$ cat config.mk
export PLATFORM = sky130hd
export DESIGN_NAME = dashbp_port
export DESIGN_NICKNAME = d
export VERILOG_FILES = /design/src/shared/dashbp_pkg.sv /design/src/rtl/dashbp_port.sv /design/src/rtl/dashbp_ram.sv
export SDC_FILE = /design/constraint.sdc
export NUM_CORES = 1
export LEC_CHECK = 0
export BUFFER_PORTS_ARGS = -buffer_cell sky130_fd_sc_hd__buf_2
export CAP_MARGIN = 10
export CORE_MARGIN = 4
export CORE_UTILIZATION = 46
export CTS_CLUSTER_DIAMETER = 150
export DETAILED_ROUTE_END_ITERATION = 7
export GPL_ROUTABILITY_DRIVEN = 1
export GPL_TIMING_DRIVEN = 1
export REMOVE_ABC_BUFFERS = 1
export SLEW_MARGIN = 20
export SYNTH_ARGS = -nofsm -noshare
export SYNTH_HDL_FRONTEND = slang
export SYNTH_SLANG_ARGS = --single-unit
$ cat constraint.sdc
create_clock -name clk_sys -period 4 [get_ports clk_sys]
set_input_delay 1 -clock clk_sys [delete_from_list [all_inputs] [get_ports clk_sys]]
set_output_delay 1 -clock clk_sys [all_outputs]
set_load 0.01 [all_outputs]
$ cat src/shared/dashbp_pkg.sv
// Package of constants for the host bus port
package dashbp_pkg;
	// ****************************************************************
	// Geometry
	// ****************************************************************
	localparam int ADDR_W = 4;                  // Word address width (16 words)
	localparam int WORD_W = 16;                 // Register word width
	localparam int BYTE_W = 8;                  // Byte lane width
	localparam int NUM_WORDS = 14;              // 28 byte locations in 8-bit mode
	localparam int SEC_W = 2;                   // Section pointer width
	localparam int SLOT_W = 3;                  // Eight words per section
	localparam int MEM_AW = 5;                  // Section x slot
	// ****************************************************************
	// Map
	// ****************************************************************
	localparam logic [ADDR_W-1:0] ADDR_IRAM = 4'h0; // Shared instruction RAM
	localparam logic [ADDR_W-1:0] ADDR_CFG = 4'h1;  // Configuration register
	localparam int SEC_LSB = 8;                 // Section pointer field position
	localparam logic [WORD_W-1:0] CFG_RESET = 16'h0000;
	localparam logic [WORD_W-1:0] WORD_ZERO = 16'h0000;
	localparam logic [SEC_W-1:0] SEC_INSTR = 2'h0; // Instruction section
	localparam logic [SEC_W-1:0] SEC_LIM1 = 2'h1;  // First limit set
	localparam logic [SEC_W-1:0] SEC_LIM2 = 2'h2;  // Second limit set
	localparam logic [SLOT_W-1:0] SLOT_RESET = 3'h0;
	typedef enum logic [1:0] {
		DASHBP_IDLE = 2'b00,
		DASHBP_WRITE = 2'b01,
		DASHBP_READ = 2'b10
	} dashbp_state_t;
endpackage : dashbp_pkg

$ cat src/rtl/dashbp_port.sv
// Host parallel bus port of the acquisition device
`timescale 1ns/1ps
`default_nettype none
module dashbp_port
	import dashbp_pkg::*;
(
	input wire logic clk_sys,
	input wire logic arst_n,
	input wire logic muxedBus,
	input wire logic addrLatch,
	input wire logic chipSel_n,
	input wire logic rdStrobe_n,
	input wire logic wrStrobe_n,
	input wire logic [ADDR_W:0] addrIn,
	input wire logic [WORD_W-1:0] dataIn,
	input wire logic bus_width_select,
	input wire logic intSource,
	output logic [WORD_W-1:0] dataOut,
	output logic dataOe,
	output logic intReq_n,
	output logic coreClkEn,
	output logic [SEC_W-1:0] ram_section_pointer,
	output logic [SEC_W-1:0] sectionKind
);
	// ****************************************************************
	// Input synchronisers
	// ****************************************************************
	logic [6:0] syncA_reg;                  // First stage
	logic [6:0] syncB_reg;                  // Second stage
	logic [ADDR_W:0] addrA_reg;
	logic [ADDR_W:0] addrB_reg;
	logic [WORD_W-1:0] dataA_reg;
	logic [WORD_W-1:0] dataB_reg;
	logic csN, rdN, wrN, ale, bw, muxS, intS;

	// Two flops on every pin
	always_ff @(posedge clk_sys or negedge arst_n) begin
		if (!arst_n) begin
			syncA_reg <= 7'h7F;
			syncB_reg <= 7'h7F;
			addrA_reg <= '0;
			addrB_reg <= '0;
			dataA_reg <= WORD_ZERO;
			dataB_reg <= WORD_ZERO;
		end else begin
			syncA_reg <= {chipSel_n, rdStrobe_n, wrStrobe_n, ~addrLatch,
				bus_width_select, muxedBus, ~intSource};
			syncB_reg <= syncA_reg;
			addrA_reg <= addrIn;
			addrB_reg <= addrA_reg;
			dataA_reg <= dataIn;
			dataB_reg <= dataA_reg;
		end
	end
	assign {csN, rdN, wrN} = syncB_reg[6:4];
	assign ale = ~syncB_reg[3];
	assign bw = syncB_reg[2];
	assign muxS = syncB_reg[1];
	assign intS = ~syncB_reg[0];

	// ****************************************************************
	// Address capture
	// ****************************************************************
	logic [ADDR_W:0] addrLatched_reg;       // Address held after strobe
	logic [ADDR_W:0] addrUsed;

	// Address follows the bus while the latch strobe is high, then holds;
	// address and strobe share the sync depth, so they stay aligned
	always_ff @(posedge clk_sys or negedge arst_n) begin
		if (!arst_n) begin
			addrLatched_reg <= '0;
		end else begin
			if (ale) begin
				addrLatched_reg <= addrB_reg;
			end
		end
	end
	// Multiplexed bus uses latched address, else live address
	assign addrUsed = muxS ? addrLatched_reg : addrB_reg;

	// ****************************************************************
	// Decode
	// ****************************************************************
	logic [ADDR_W-1:0] wordAddr;
	logic laneHi;
	logic [1:0] byteEn;

	// Word index and lane; lane ignored in word mode
	assign wordAddr = addrUsed[ADDR_W:1];
	assign laneHi = bw & addrUsed[0];
	assign byteEn = bw ? (laneHi ? 2'b10 : 2'b01) : 2'b11;

	// Place byte onto the selected lane
	function automatic logic [WORD_W-1:0] laneIn(input logic [WORD_W-1:0] d,
		input logic wide, input logic hi);
		if (wide) begin
			laneIn = d;
		end else begin
			laneIn = {d[BYTE_W-1:0], d[BYTE_W-1:0]};
		end
		if (!wide && !hi) begin
			laneIn = {BYTE_W'(0), d[BYTE_W-1:0]};
		end
	endfunction : laneIn

	// ****************************************************************
	// Access sequencer
	// ****************************************************************
	dashbp_state_t state_reg;
	logic wrGo, rdGo;
	assign wrGo = ~csN & ~wrN;
	assign rdGo = ~csN & ~rdN;

	// One write per strobe; read held while strobe low
	always_ff @(posedge clk_sys or negedge arst_n) begin
		if (!arst_n) begin
			state_reg <= DASHBP_IDLE;
		end else begin
			case (state_reg)
				DASHBP_IDLE: begin
					if (wrGo) begin
						state_reg <= DASHBP_WRITE;
					end else if (rdGo) begin
						state_reg <= DASHBP_READ;
					end
				end
				DASHBP_WRITE: begin
					if (!wrGo) begin
						state_reg <= DASHBP_IDLE;
					end
				end
				DASHBP_READ: begin
					if (!rdGo) begin
						state_reg <= DASHBP_IDLE;
					end
				end
				default: begin
					state_reg <= DASHBP_IDLE;
				end
			endcase
		end
	end
	logic wrPulse;
	assign wrPulse = (state_reg == DASHBP_IDLE) & wrGo;

	// ****************************************************************
	// Registers
	// ****************************************************************
	logic [WORD_W-1:0] regs_reg [0:NUM_WORDS-1]; // Plain register words
	logic [WORD_W-1:0] wIn;
	logic [SEC_W-1:0] secPtr;
	assign wIn = laneIn(dataB_reg, ~bw, laneHi);

	// Byte writes into plain register words
	always_ff @(posedge clk_sys or negedge arst_n) begin
		if (!arst_n) begin
			for (int i = 0; i < NUM_WORDS; i++) begin
				regs_reg[i] <= CFG_RESET;
			end
		end else if (wrPulse && wordAddr != ADDR_IRAM
			&& 32'(wordAddr) < NUM_WORDS) begin
			if (byteEn[0]) begin
				regs_reg[wordAddr][BYTE_W-1:0] <= wIn[BYTE_W-1:0];
			end
			if (byteEn[1]) begin
				regs_reg[wordAddr][WORD_W-1:BYTE_W] <= wIn[WORD_W-1:BYTE_W];
			end
		end
	end
	assign secPtr = regs_reg[ADDR_CFG][SEC_LSB+SEC_W-1:SEC_LSB];

	// Slot within a section advances on each full word access
	logic [SLOT_W-1:0] slot_reg;
	logic ramHit, slotStep;
	assign ramHit = (wordAddr == ADDR_IRAM);
	assign slotStep = ramHit & (state_reg != DASHBP_IDLE) & (rdN & wrN)
		& (~bw | laneHi);
	always_ff @(posedge clk_sys or negedge arst_n) begin
		if (!arst_n) begin
			slot_reg <= SLOT_RESET;
		end else if (wrPulse && !ramHit && wordAddr == ADDR_CFG) begin
			slot_reg <= SLOT_RESET;         // Pointer write restarts slots
		end else if (slotStep) begin
			slot_reg <= slot_reg + 3'h1;
		end
	end

	// Instruction RAM, eight words per section
	logic [WORD_W-1:0] ramRd;
	dashbp_ram uRam (
		.clk_sys(clk_sys),
		.wrEn(wrPulse & ramHit),
		.byteEn(byteEn),
		.addr({secPtr, slot_reg}),
		.wrData(wIn),
		.rdData(ramRd)
	);

	// ****************************************************************
	// Read data and outputs
	// ****************************************************************
	logic [WORD_W-1:0] rdWord;
	assign rdWord = ramHit ? ramRd
		: (32'(wordAddr) < NUM_WORDS ? regs_reg[wordAddr] : WORD_ZERO);

	// Drive bus only during a selected read
	always_ff @(posedge clk_sys or negedge arst_n) begin
		if (!arst_n) begin
			dataOut <= WORD_ZERO;
			dataOe <= 1'b0;
		end else begin
			dataOe <= rdGo;
			if (!bw) begin
				dataOut <= rdWord;
			end else if (laneHi) begin
				dataOut <= {BYTE_W'(0), rdWord[WORD_W-1:BYTE_W]};
			end else begin
				dataOut <= {BYTE_W'(0), rdWord[BYTE_W-1:0]};
			end
		end
	end

	// Interrupt, clock pause and section outputs
	always_ff @(posedge clk_sys or negedge arst_n) begin
		if (!arst_n) begin
			intReq_n <= 1'b1;
			coreClkEn <= 1'b1;
			ram_section_pointer <= SEC_INSTR;
			sectionKind <= SEC_INSTR;
		end else begin
			intReq_n <= ~intS;
			coreClkEn <= csN;
			ram_section_pointer <= secPtr;
			case (secPtr)
				SEC_LIM1: sectionKind <= SEC_LIM1;
				SEC_LIM2: sectionKind <= SEC_LIM2;
				default: sectionKind <= SEC_INSTR;
			endcase
		end
	end
endmodule : dashbp_port
`default_nettype wire

$ cat src/rtl/dashbp_ram.sv
// Instruction RAM with byte writes and registered read data
`timescale 1ns/1ps
`default_nettype none
module dashbp_ram
	import dashbp_pkg::*;
(
	input wire logic clk_sys,
	input wire logic wrEn,
	input wire logic [1:0] byteEn,
	input wire logic [MEM_AW-1:0] addr,
	input wire logic [WORD_W-1:0] wrData,
	output logic [WORD_W-1:0] rdData
);
	// Storage words
	logic [WORD_W-1:0] mem [0:(1<<MEM_AW)-1];

	// ****************************************************************
	// Write per byte lane, read registered
	// ****************************************************************
	always_ff @(posedge clk_sys) begin
		if (wrEn && byteEn[0]) begin
			mem[addr][BYTE_W-1:0] <= wrData[BYTE_W-1:0];
		end
		if (wrEn && byteEn[1]) begin
			mem[addr][WORD_W-1:BYTE_W] <= wrData[WORD_W-1:BYTE_W];
		end
		rdData <= mem[addr];
	end
endmodule : dashbp_ram
`default_nettype wire

Word level (Yosys, flattened, before mapping). Memory sizes are Yosys's and may differ from the RTL's. A register that Yosys moved wholly into a read port is not among the register bits. Cells that the tools add are included.

Memory bits (writable): 512. Input bits: 30. Memories: 1. Logic and storage cells: 108. Output and inout bits: 23. Register bits after elaboration: 313.

Memory list: uRam.mem (words 32, width 16, read ports 1, clocked after memory_dff 1, wr ports 1, line dashbp_ram.sv:15) `logic [WORD_W-1:0] mem [0:(1<<MEM_AW)-1];`.

$lt $le $gt $ge: 3. Add/sub/neg operators: 1. Reductions and logical operators: 16. Equal/unequal tests: 8. Bitwise logic cells: 17. Multiplexer cells: 33.

Operator list (number): $mux W224 (3); $bwmux W224 (2); $demux W16 S4 (2); $mux W16 (8); $bmux W16 S4 (1); $mux W8 (2); $mux W2 (6); $and A1 B1 Y1 (9); $logic_and A1 B1 Y1 (8); $mux W3 (2); $not A1 Y1 (6); $pmux W2 S3 (1); $ge A5 B5 Y1 const B (1); $lt A5 B1 Y1 const B (1); $mux W5 (1); $not A4 Y5 (1); $eq A2 B1 Y1 const B (2); $eq A2 B2 Y1 const B (2); $eq A4 B1 Y1 const B (1); $logic_not A4 Y1 (1); $lt A4 B4 Y1 const B (1); $mux W1 (4); $ne A2 B2 Y1 const B (2); $pmux W2 S2 (1); 8 further kinds (10).

Depth between registers and ports, before layout. Gate-level depths: netlist (run 1).

Depth in word-level cells: 11. Depth in mapped cells: 11. Mapped depth without buffers: 6.

By module. A second synthesis (run 1) with hierarchy kept.

Cell total of the unflattened synthesis: 2198. Area, all modules: 33014.2 um^2.

Modules (own cells, without submodules): dashbp_ram (area each 20226.9 um^2, seq. area each 15695.1 um^2, instances 1, cells each 1128); dashbp_port (area each 12787.3 um^2, seq. area each 7852.5 um^2, instances 1, cells each 1070).

Worst setup path before layout (run 1). No wires, ideal clock.

Path kind: register to register. From: register syncB_reg[1]. To: memory uRam.mem[28][10], enable pin. Required time: 3630 ps. Stages on the path, launching flop included: 7. Clock period less this slack: 2509 ps. Path buffers: 0. Slack: 1491 ps. Setup time: 370 ps. Data arrival time: 2138 ps. Cells stage by stage: dfstp_2 -> nor3b_1 -> nor2_1 -> or3_1 -> nor2_1 -> nand2_1 -> nor2_1.

Cells in the longest elaborated chain, start to end: 7. Elaborated cells on any way between the ends: 9.

Ends and longest elaborated chain: start, declared (line dashbp_port.sv:29) `logic [6:0] syncB_reg;`; start signal, assigned (line dashbp_port.sv:48) `syncB_reg <= syncA_reg;`; $mux W5 * (line dashbp_port.sv:79) `assign addrUsed = muxS ? addrLatched_reg : addrB_reg;`; $and A1 B1 Y1 (line dashbp_port.sv:90) `assign laneHi = bw & addrUsed[0];`; $mux W2 (2 in series) (line dashbp_port.sv:91) `assign byteEn = bw ? (laneHi ? 2'b10 : 2'b01) : 2'b11;`; $logic_and A1 B1 Y1 * (line dashbp_ram.sv:24) `if (wrEn && byteEn[1]) begin`; $mux W1 * (line dashbp_ram.sv:24); $mux W1 (not written as such) * (line dashbp_ram.sv:25) `mem[addr][WORD_W-1:BYTE_W] <= wrData[WORD_W-1:BYTE_W];`; end, declared (line dashbp_ram.sv:15).

Mark *: on every way between the ends. The rest lies on a longest branch, timed or not.

Worst setup path in the final report (run 1).
From: register syncB_reg[1]. To: memory uRam.mem[30][12], enable pin.

The elaborated chain is that of the path after synthesis.

==> results of run 1 <==
==> critical path, cell delays in order (launching register included) <==
cell and delay, ns:
dfstp_2 0.78, nor3b_1 0.44, nor2_2 0.08, or3_1 0.48
nor2_1 0.29, nand2_1 0.10, buf_4 0.18, nor2_1 0.54
==> stage by stage <==
step | instances | instance area (um^2) | power [W] | util [%] | hold WS (ns)
final | 3125 | 37690 | 0.02099 | 53.55 | 0.3428
after global routing | 3124 | 37690 | 0.02181 | 53.55 | 0.3520
after CTS | 3124 | 37690 | 0.02116 | 53.55 | 0.3518
after detailed placement | 2967 | 34780 | 0.01294 | 49.41 | 0.3389
after global placement | 2967 | 34780 | 0.01287 | 49.41 | 0.3335
after floorplan | 1849 | 32270 | 0.01197 | - | 0.3312
==> placed cells by master, fill, tap and decap left out, types with 6 or more instances in the layout <==
cell,synthesis,final
edfxtp_1,512,512
dfrtp_1,297,295
nor2_1,147,143
mux4_2,140,140
nand2_1,137,137
buf_4,2,119
mux2_2,92,93
clkbuf_16,0,90
a21oi_1,87,87
o21ai_0,66,66
a22oi_1,66,66
buf_2,21,51
o22ai_1,41,41
nand3_1,27,27
mux2i_1,25,24
clkinv_1,0,20
nand4_1,16,16
mux2_4,16,16
dfstp_2,16,16
dfxtp_1,16,16
clkbuf_1,86,15
nor2b_1,14,14
clkinv_2,0,13
nor3_4,10,11
bufinv_16,0,11
o2111ai_1,9,9
o21ai_2,8,8
buf_12,0,7
inv_1,14,6
nor2_2,2,6
and2_1,6,6
or3_1,6,6
o221ai_1,6,6
a21o_1,6,6
==> worst min-delay path by stage <==
stage	start	to	slack (ns)	cells after the start
after detailed placement	dataA_reg[2]	dataB_reg[2]	0.34	0
final	dataA_reg[3]	dataB_reg[3]	0.34	0
after CTS	dataA_reg[2]	dataB_reg[2]	0.35	0
after global placement	dataA_reg[1]	dataB_reg[1]	0.33	0
after floorplan	addrA_reg[0]	addrB_reg[0]	0.33	0
after global routing	dataA_reg[2]	dataB_reg[2]	0.35	0
==> routing by layer <==
layer	wire (um)	vias up	share of wire, %
met5	0	-	0
met4	2463	0	3.0
met3	5338	151	6.6
met2	38750	658	48
met1	34910	9557	43
li1	-	7866	-
==> layout make-up <==
class | instances | area (um^2)
flip-flops and latches | 841 | 23560
diodes | 1 | 2.502
fillers | 5700 | 32700
well taps | 940 | 1176
repair buffers | 178 | 1304
inverters | 14 | 52.55
clock inverters | 47 | 536.8
clock buffers | 110 | 2377
multi-input cells | 994 | 8691
==> kinds of logic (layout without fill, tap and decap cells) <==
logic type      after synthesis  count (layout)  share of synthesized area [%]
mux                         280             280                          14.49
compound gates              312             312                          6.039
simple gates                396             396                          5.639
buf+inv                     150             349                          1.976
other cells                   0               1                              0
flops                       841             841                          71.65
fa+ha+maj                     4               4                         0.1523
xor+xnor                      2               2                        0.05331
==> power breakdown <==
part / switching, W / internal (W) / total (W)
clock network: 0.00332 / 0.00492 / 0.00823
registers: 0.000417 / 0.00987 / 0.0103
logic: 0.00141 / 0.00106 / 0.00247
total: 0.00514 / 0.0158 / 0.0210
==> metrics, run 1 <==
status=finished clean; sequential share of the synthesized area=71.65%; Distinct cells, synth=66; Mean Syn Cell Area=16.56 um^2; number of remaining DRC errors=0; die outline height=275.3 um; Tcrit/Tclk final=about 80%; initial antenna violation count=0; TritonCTS Buffers=87; Worst Setup SP=syncB_reg[1]; worst setup margin=0.7327 ns; gpl congestion=0.8657; initial drt markers=~1700; Peak VDD IR=0.0003499 V; H-Tree Depth=3; min cycle time layout=3.267 ns; number of flops mapped to enable cells by yosys=512; Final Max Tran Viols=0; Post-synth top cells=512 x edfxtp_1, 297 x dfrtp_1, 147 x nor2_1, 140 x mux4_2, 137 x nand2_1; critical path type=reg2reg; DRT antenna net count=0; num rows=97; Via Count=18230; vias per inst=5.834; Post-synth top flop=edfxtp_1; HP Class=reg2reg; share of flip-flops with an asynchronous set or reset=37.22%; Clock Latency Late Sink=0.64 ns; Worst slew margin=28.19%; dpl ws=0.7547 ns; HPWL Detailed=52280 um; Yosys reg bits=approximately 840; Clock Sinks=841; first-pass GRT wire length=about 120000 um; worst-path maximum fanout=24; CTS tree=done; Buffers on Ports=52; Hold Buf Count CTS=0; GRT Total Usage=21.73%; top cells by area, synth=edfxtp_1 47%, dfrtp_1 23%, mux4_2 9.6%, mux2_2 3.2%, nor2_1 1.7%; vias in the first global route=18740; FF-to-FF End=uRam.mem[30][12]; Max Cap Violations=0; Worst Tran Pin Value=roughly 1.1 ns; DRT Pass-1 Iters=5; layout cells sized above 1=27.88%; routed len/inst=between 20 and 30 um; Clock Skew=between 0.03 and 0.04 ns; Fin. Hold Viols=0; GRT Max-Usage Layer=met2; final-report setup violation count=0; Area growth syn-to-layout=14.70%; top-count cell post-synth=edfxtp_1; die area=75780 um^2; Leakage=13.94 nW; crit end category=register; I/O pin total=53; GR Util met1=between 30% and 40%; achievable clock frequency=between 0.3 and 0.4 GHz; core footprint=70390 um^2; critical path launch point type=register; largest net degree at the start of global routing=roughly 100; reg2reg path depth=7; launching point of the worst reg2reg path=syncB_reg[1]; Reg clk slew, reported paths=0.07 ns; Die Wd=about 280 um; max reg flops=around 500; clock root buffer=clkbuf_16; nets=around 2200; DRT Wirelength=81470 um; critical path arrival=3.53 ns; Fin Setup TNS=0 ns; unrepaired setup endpoints after global routing=false; critical path data required time=4.27 ns; post-CTS resize count=0; GR Util met3=4.346%; Setup Buffers After CTS=0; Mapped Cells=1985; Worst Setup EP=uRam.mem[30][12]; Power Dens Cells=556.8 nW/um^2; largest area contributor in the netlist=edfxtp_1; Synth Cell Area=32860 um^2; reg2reg setup slack=0.73 ns; GR Util met2=about a third; grt ovf=0; Initial Utilization=46.69%; clock buffer depth=3; Yosys warnings=0; proportion of netlist area held by the largest area contributor=46.78%
(Power assumes the default switching activity.)
==> run 2, diff against run 1 <==
- clock period: 4 -> 3.45 ns (I/O delays scaled with it)
==> run 2 against run 1 <==
  * Worst hold slack got worse by 0.073 ns
  * Sequential cell count did not move
  * Critical endpoint is now regs_reg[179]
  * Sequential power rose by 15%
  * Global-route usage rose by 0.18 points
  * Critical path depth fell by 2
==> metrics, run 2 (same netlist as run 1, synthesis figures left out) <==
Clock Sinks=841; number of remaining DRC errors=0; layout cells sized above 1=28.82%; clock power share=between 30% and 40%; critical path data required time=between 3 and 4 ns; critical path type=reg2reg; final-report setup violation count=0; Worst Tran Pin Value=between 0.9 and 1 ns; die area=about 76000 um^2; grt ovf=0; combinational power share=12.3%; antenna cells=0; Power Dens Cells=638.8 nW/um^2; post-CTS resize count=0; sequential share of power=48.9%; initial antenna violation count=0; DRT antenna net count=0; Peak VDD IR=0.0003806 V; Area growth syn-to-layout=15.42%; Leakage=roughly 14 nW; GRT Total Usage=21.91%; first-pass GRT wire length=122700 um; die outline height=275.3 um; critical path arrival=3.55 ns; routed len/inst=25.95 um; Max Cap Violations=0; Hold Buf Count CTS=0; Tcrit/Tclk final=88.61%; HPWL Detailed=roughly 52000 um; worst setup margin=0.3929 ns; Reg clk slew, reported paths=~0.060 ns; largest net degree at the start of global routing=just under 90; H-Tree Depth=3; unrepaired setup endpoints after global routing=false; Worst Hold Slack=0.2702 ns; achievable clock frequency=0.3271 GHz; Final Max Tran Viols=0; nets=2185; commonest cells after routing, fill and taps aside=512 x edfxtp_1, 295 x dfrtp_1, 154 x buf_4; gpl congestion=roughly 0.86; final core occ=53.88%; Via Count=18370; critical path launch point type=register; Clock Skew=0.02520 ns; CTS tree=done; initial drt markers=1796; vias per inst=5.818; Net Switching=0.005883 W; TritonCTS Buffers=86; most common cell after layout, fill and taps aside=edfxtp_1; DRT Pass-1 Iters=6; filler cell count=5609; Sw Ratio=roughly a quarter; max reg flops=512; num rows=97; reg2reg setup slack=0.39 ns; Fin. Hold Viols=0; clock root buffer=clkbuf_16; Initial Utilization=between 40% and 50%; min cycle time layout=around 3 ns; status=finished clean; Clock Latency Late Sink=0.63 ns; Setup Buffers After CTS=0; worst-path maximum fanout=24; reg2reg path depth=5; Buffers on Ports=52; HP Class=in2async; core footprint=70390 um^2; clock buffer depth=3; vias in the first global route=between 15000 and 20000; Fin Setup TNS=0 ns; I/O pin total=53; DRT Wirelength=81910 um; Worst slew margin=34.71%; P_int=around 0.018 W; Die Wd=~280 um; dpl ws=0.4330 ns; crit end category=register
[run 2: per-layer routing]
metal	share of wire [%]	wire, um	GRT usage [%]
met5	0	0	0
met2	48	39440	34.59
met1	43	35460	31.83
met4	2.7	2219	6.253
met3	5.9	4796	3.807
[run 2: cell type report]
type / instances / area (um^2) / share of cell area, %
Timing Repair Buffer: 214 / 1587 / 4.183
Clock buffer: 111 / 2396 / 6.317
Tap cell: 940 / 1176 / 3.101
Sequential cell: 841 / 23560 / 62.10
Inverter: 14 / 52.55 / 0.1385
Clock inverter: 43 / 481.7 / 1.270
Multi-Input combinational cell: 994 / 8682 / 22.89
[run 2: power by group through the flow]
stage / registers, W / clock network (W) / logic, W
final: 0.0118 / 0.00940 / 0.00298
after global routing: 0.0119 / 0.0101 / 0.00323
after CTS: 0.0118 / 0.00961 / 0.00302
after detailed placement: 0.0120 / 0 / 0.00300
after global placement: 0.0120 / 0 / 0.00296
after floorplan: 0.0121 / 0 / 0.00178
[run 2: final timing paths]
kind                                 endpoint         start
worst max-delay path            regs_reg[179]  syncB_reg[1]
worst min-delay path             regs_reg[17]        arst_n
max in group asynchronous           coreClkEn        arst_n
worst min register to register   addrB_reg[0]  addrA_reg[0]
worst max register to register  regs_reg[179]  syncB_reg[1]
min in group clk_sys             dataA_reg[5]     dataIn[5]
[run 2: critical path: stages (launching register included)]
cell,delay (ns)
dfstp_2,0.80
nor2b_1,0.12
a32o_1,0.36
a2111o_1,0.63
or3_1,0.63
mux2_4,0.38
[run 2: metrics by stage]
| step | total power, W | cells | cell area [um^2] |
|---|---|---|---|
| final | 0.02423 | 3157 | 37930 |
| after floorplan | 0.01387 | 1849 | 32270 |
| after CTS | 0.02446 | 3157 | 37930 |
| after global placement | 0.01498 | 3003 | 35050 |
| after detailed placement | 0.01504 | 3003 | 35050 |
| after global routing | 0.02519 | 3157 | 37930 |
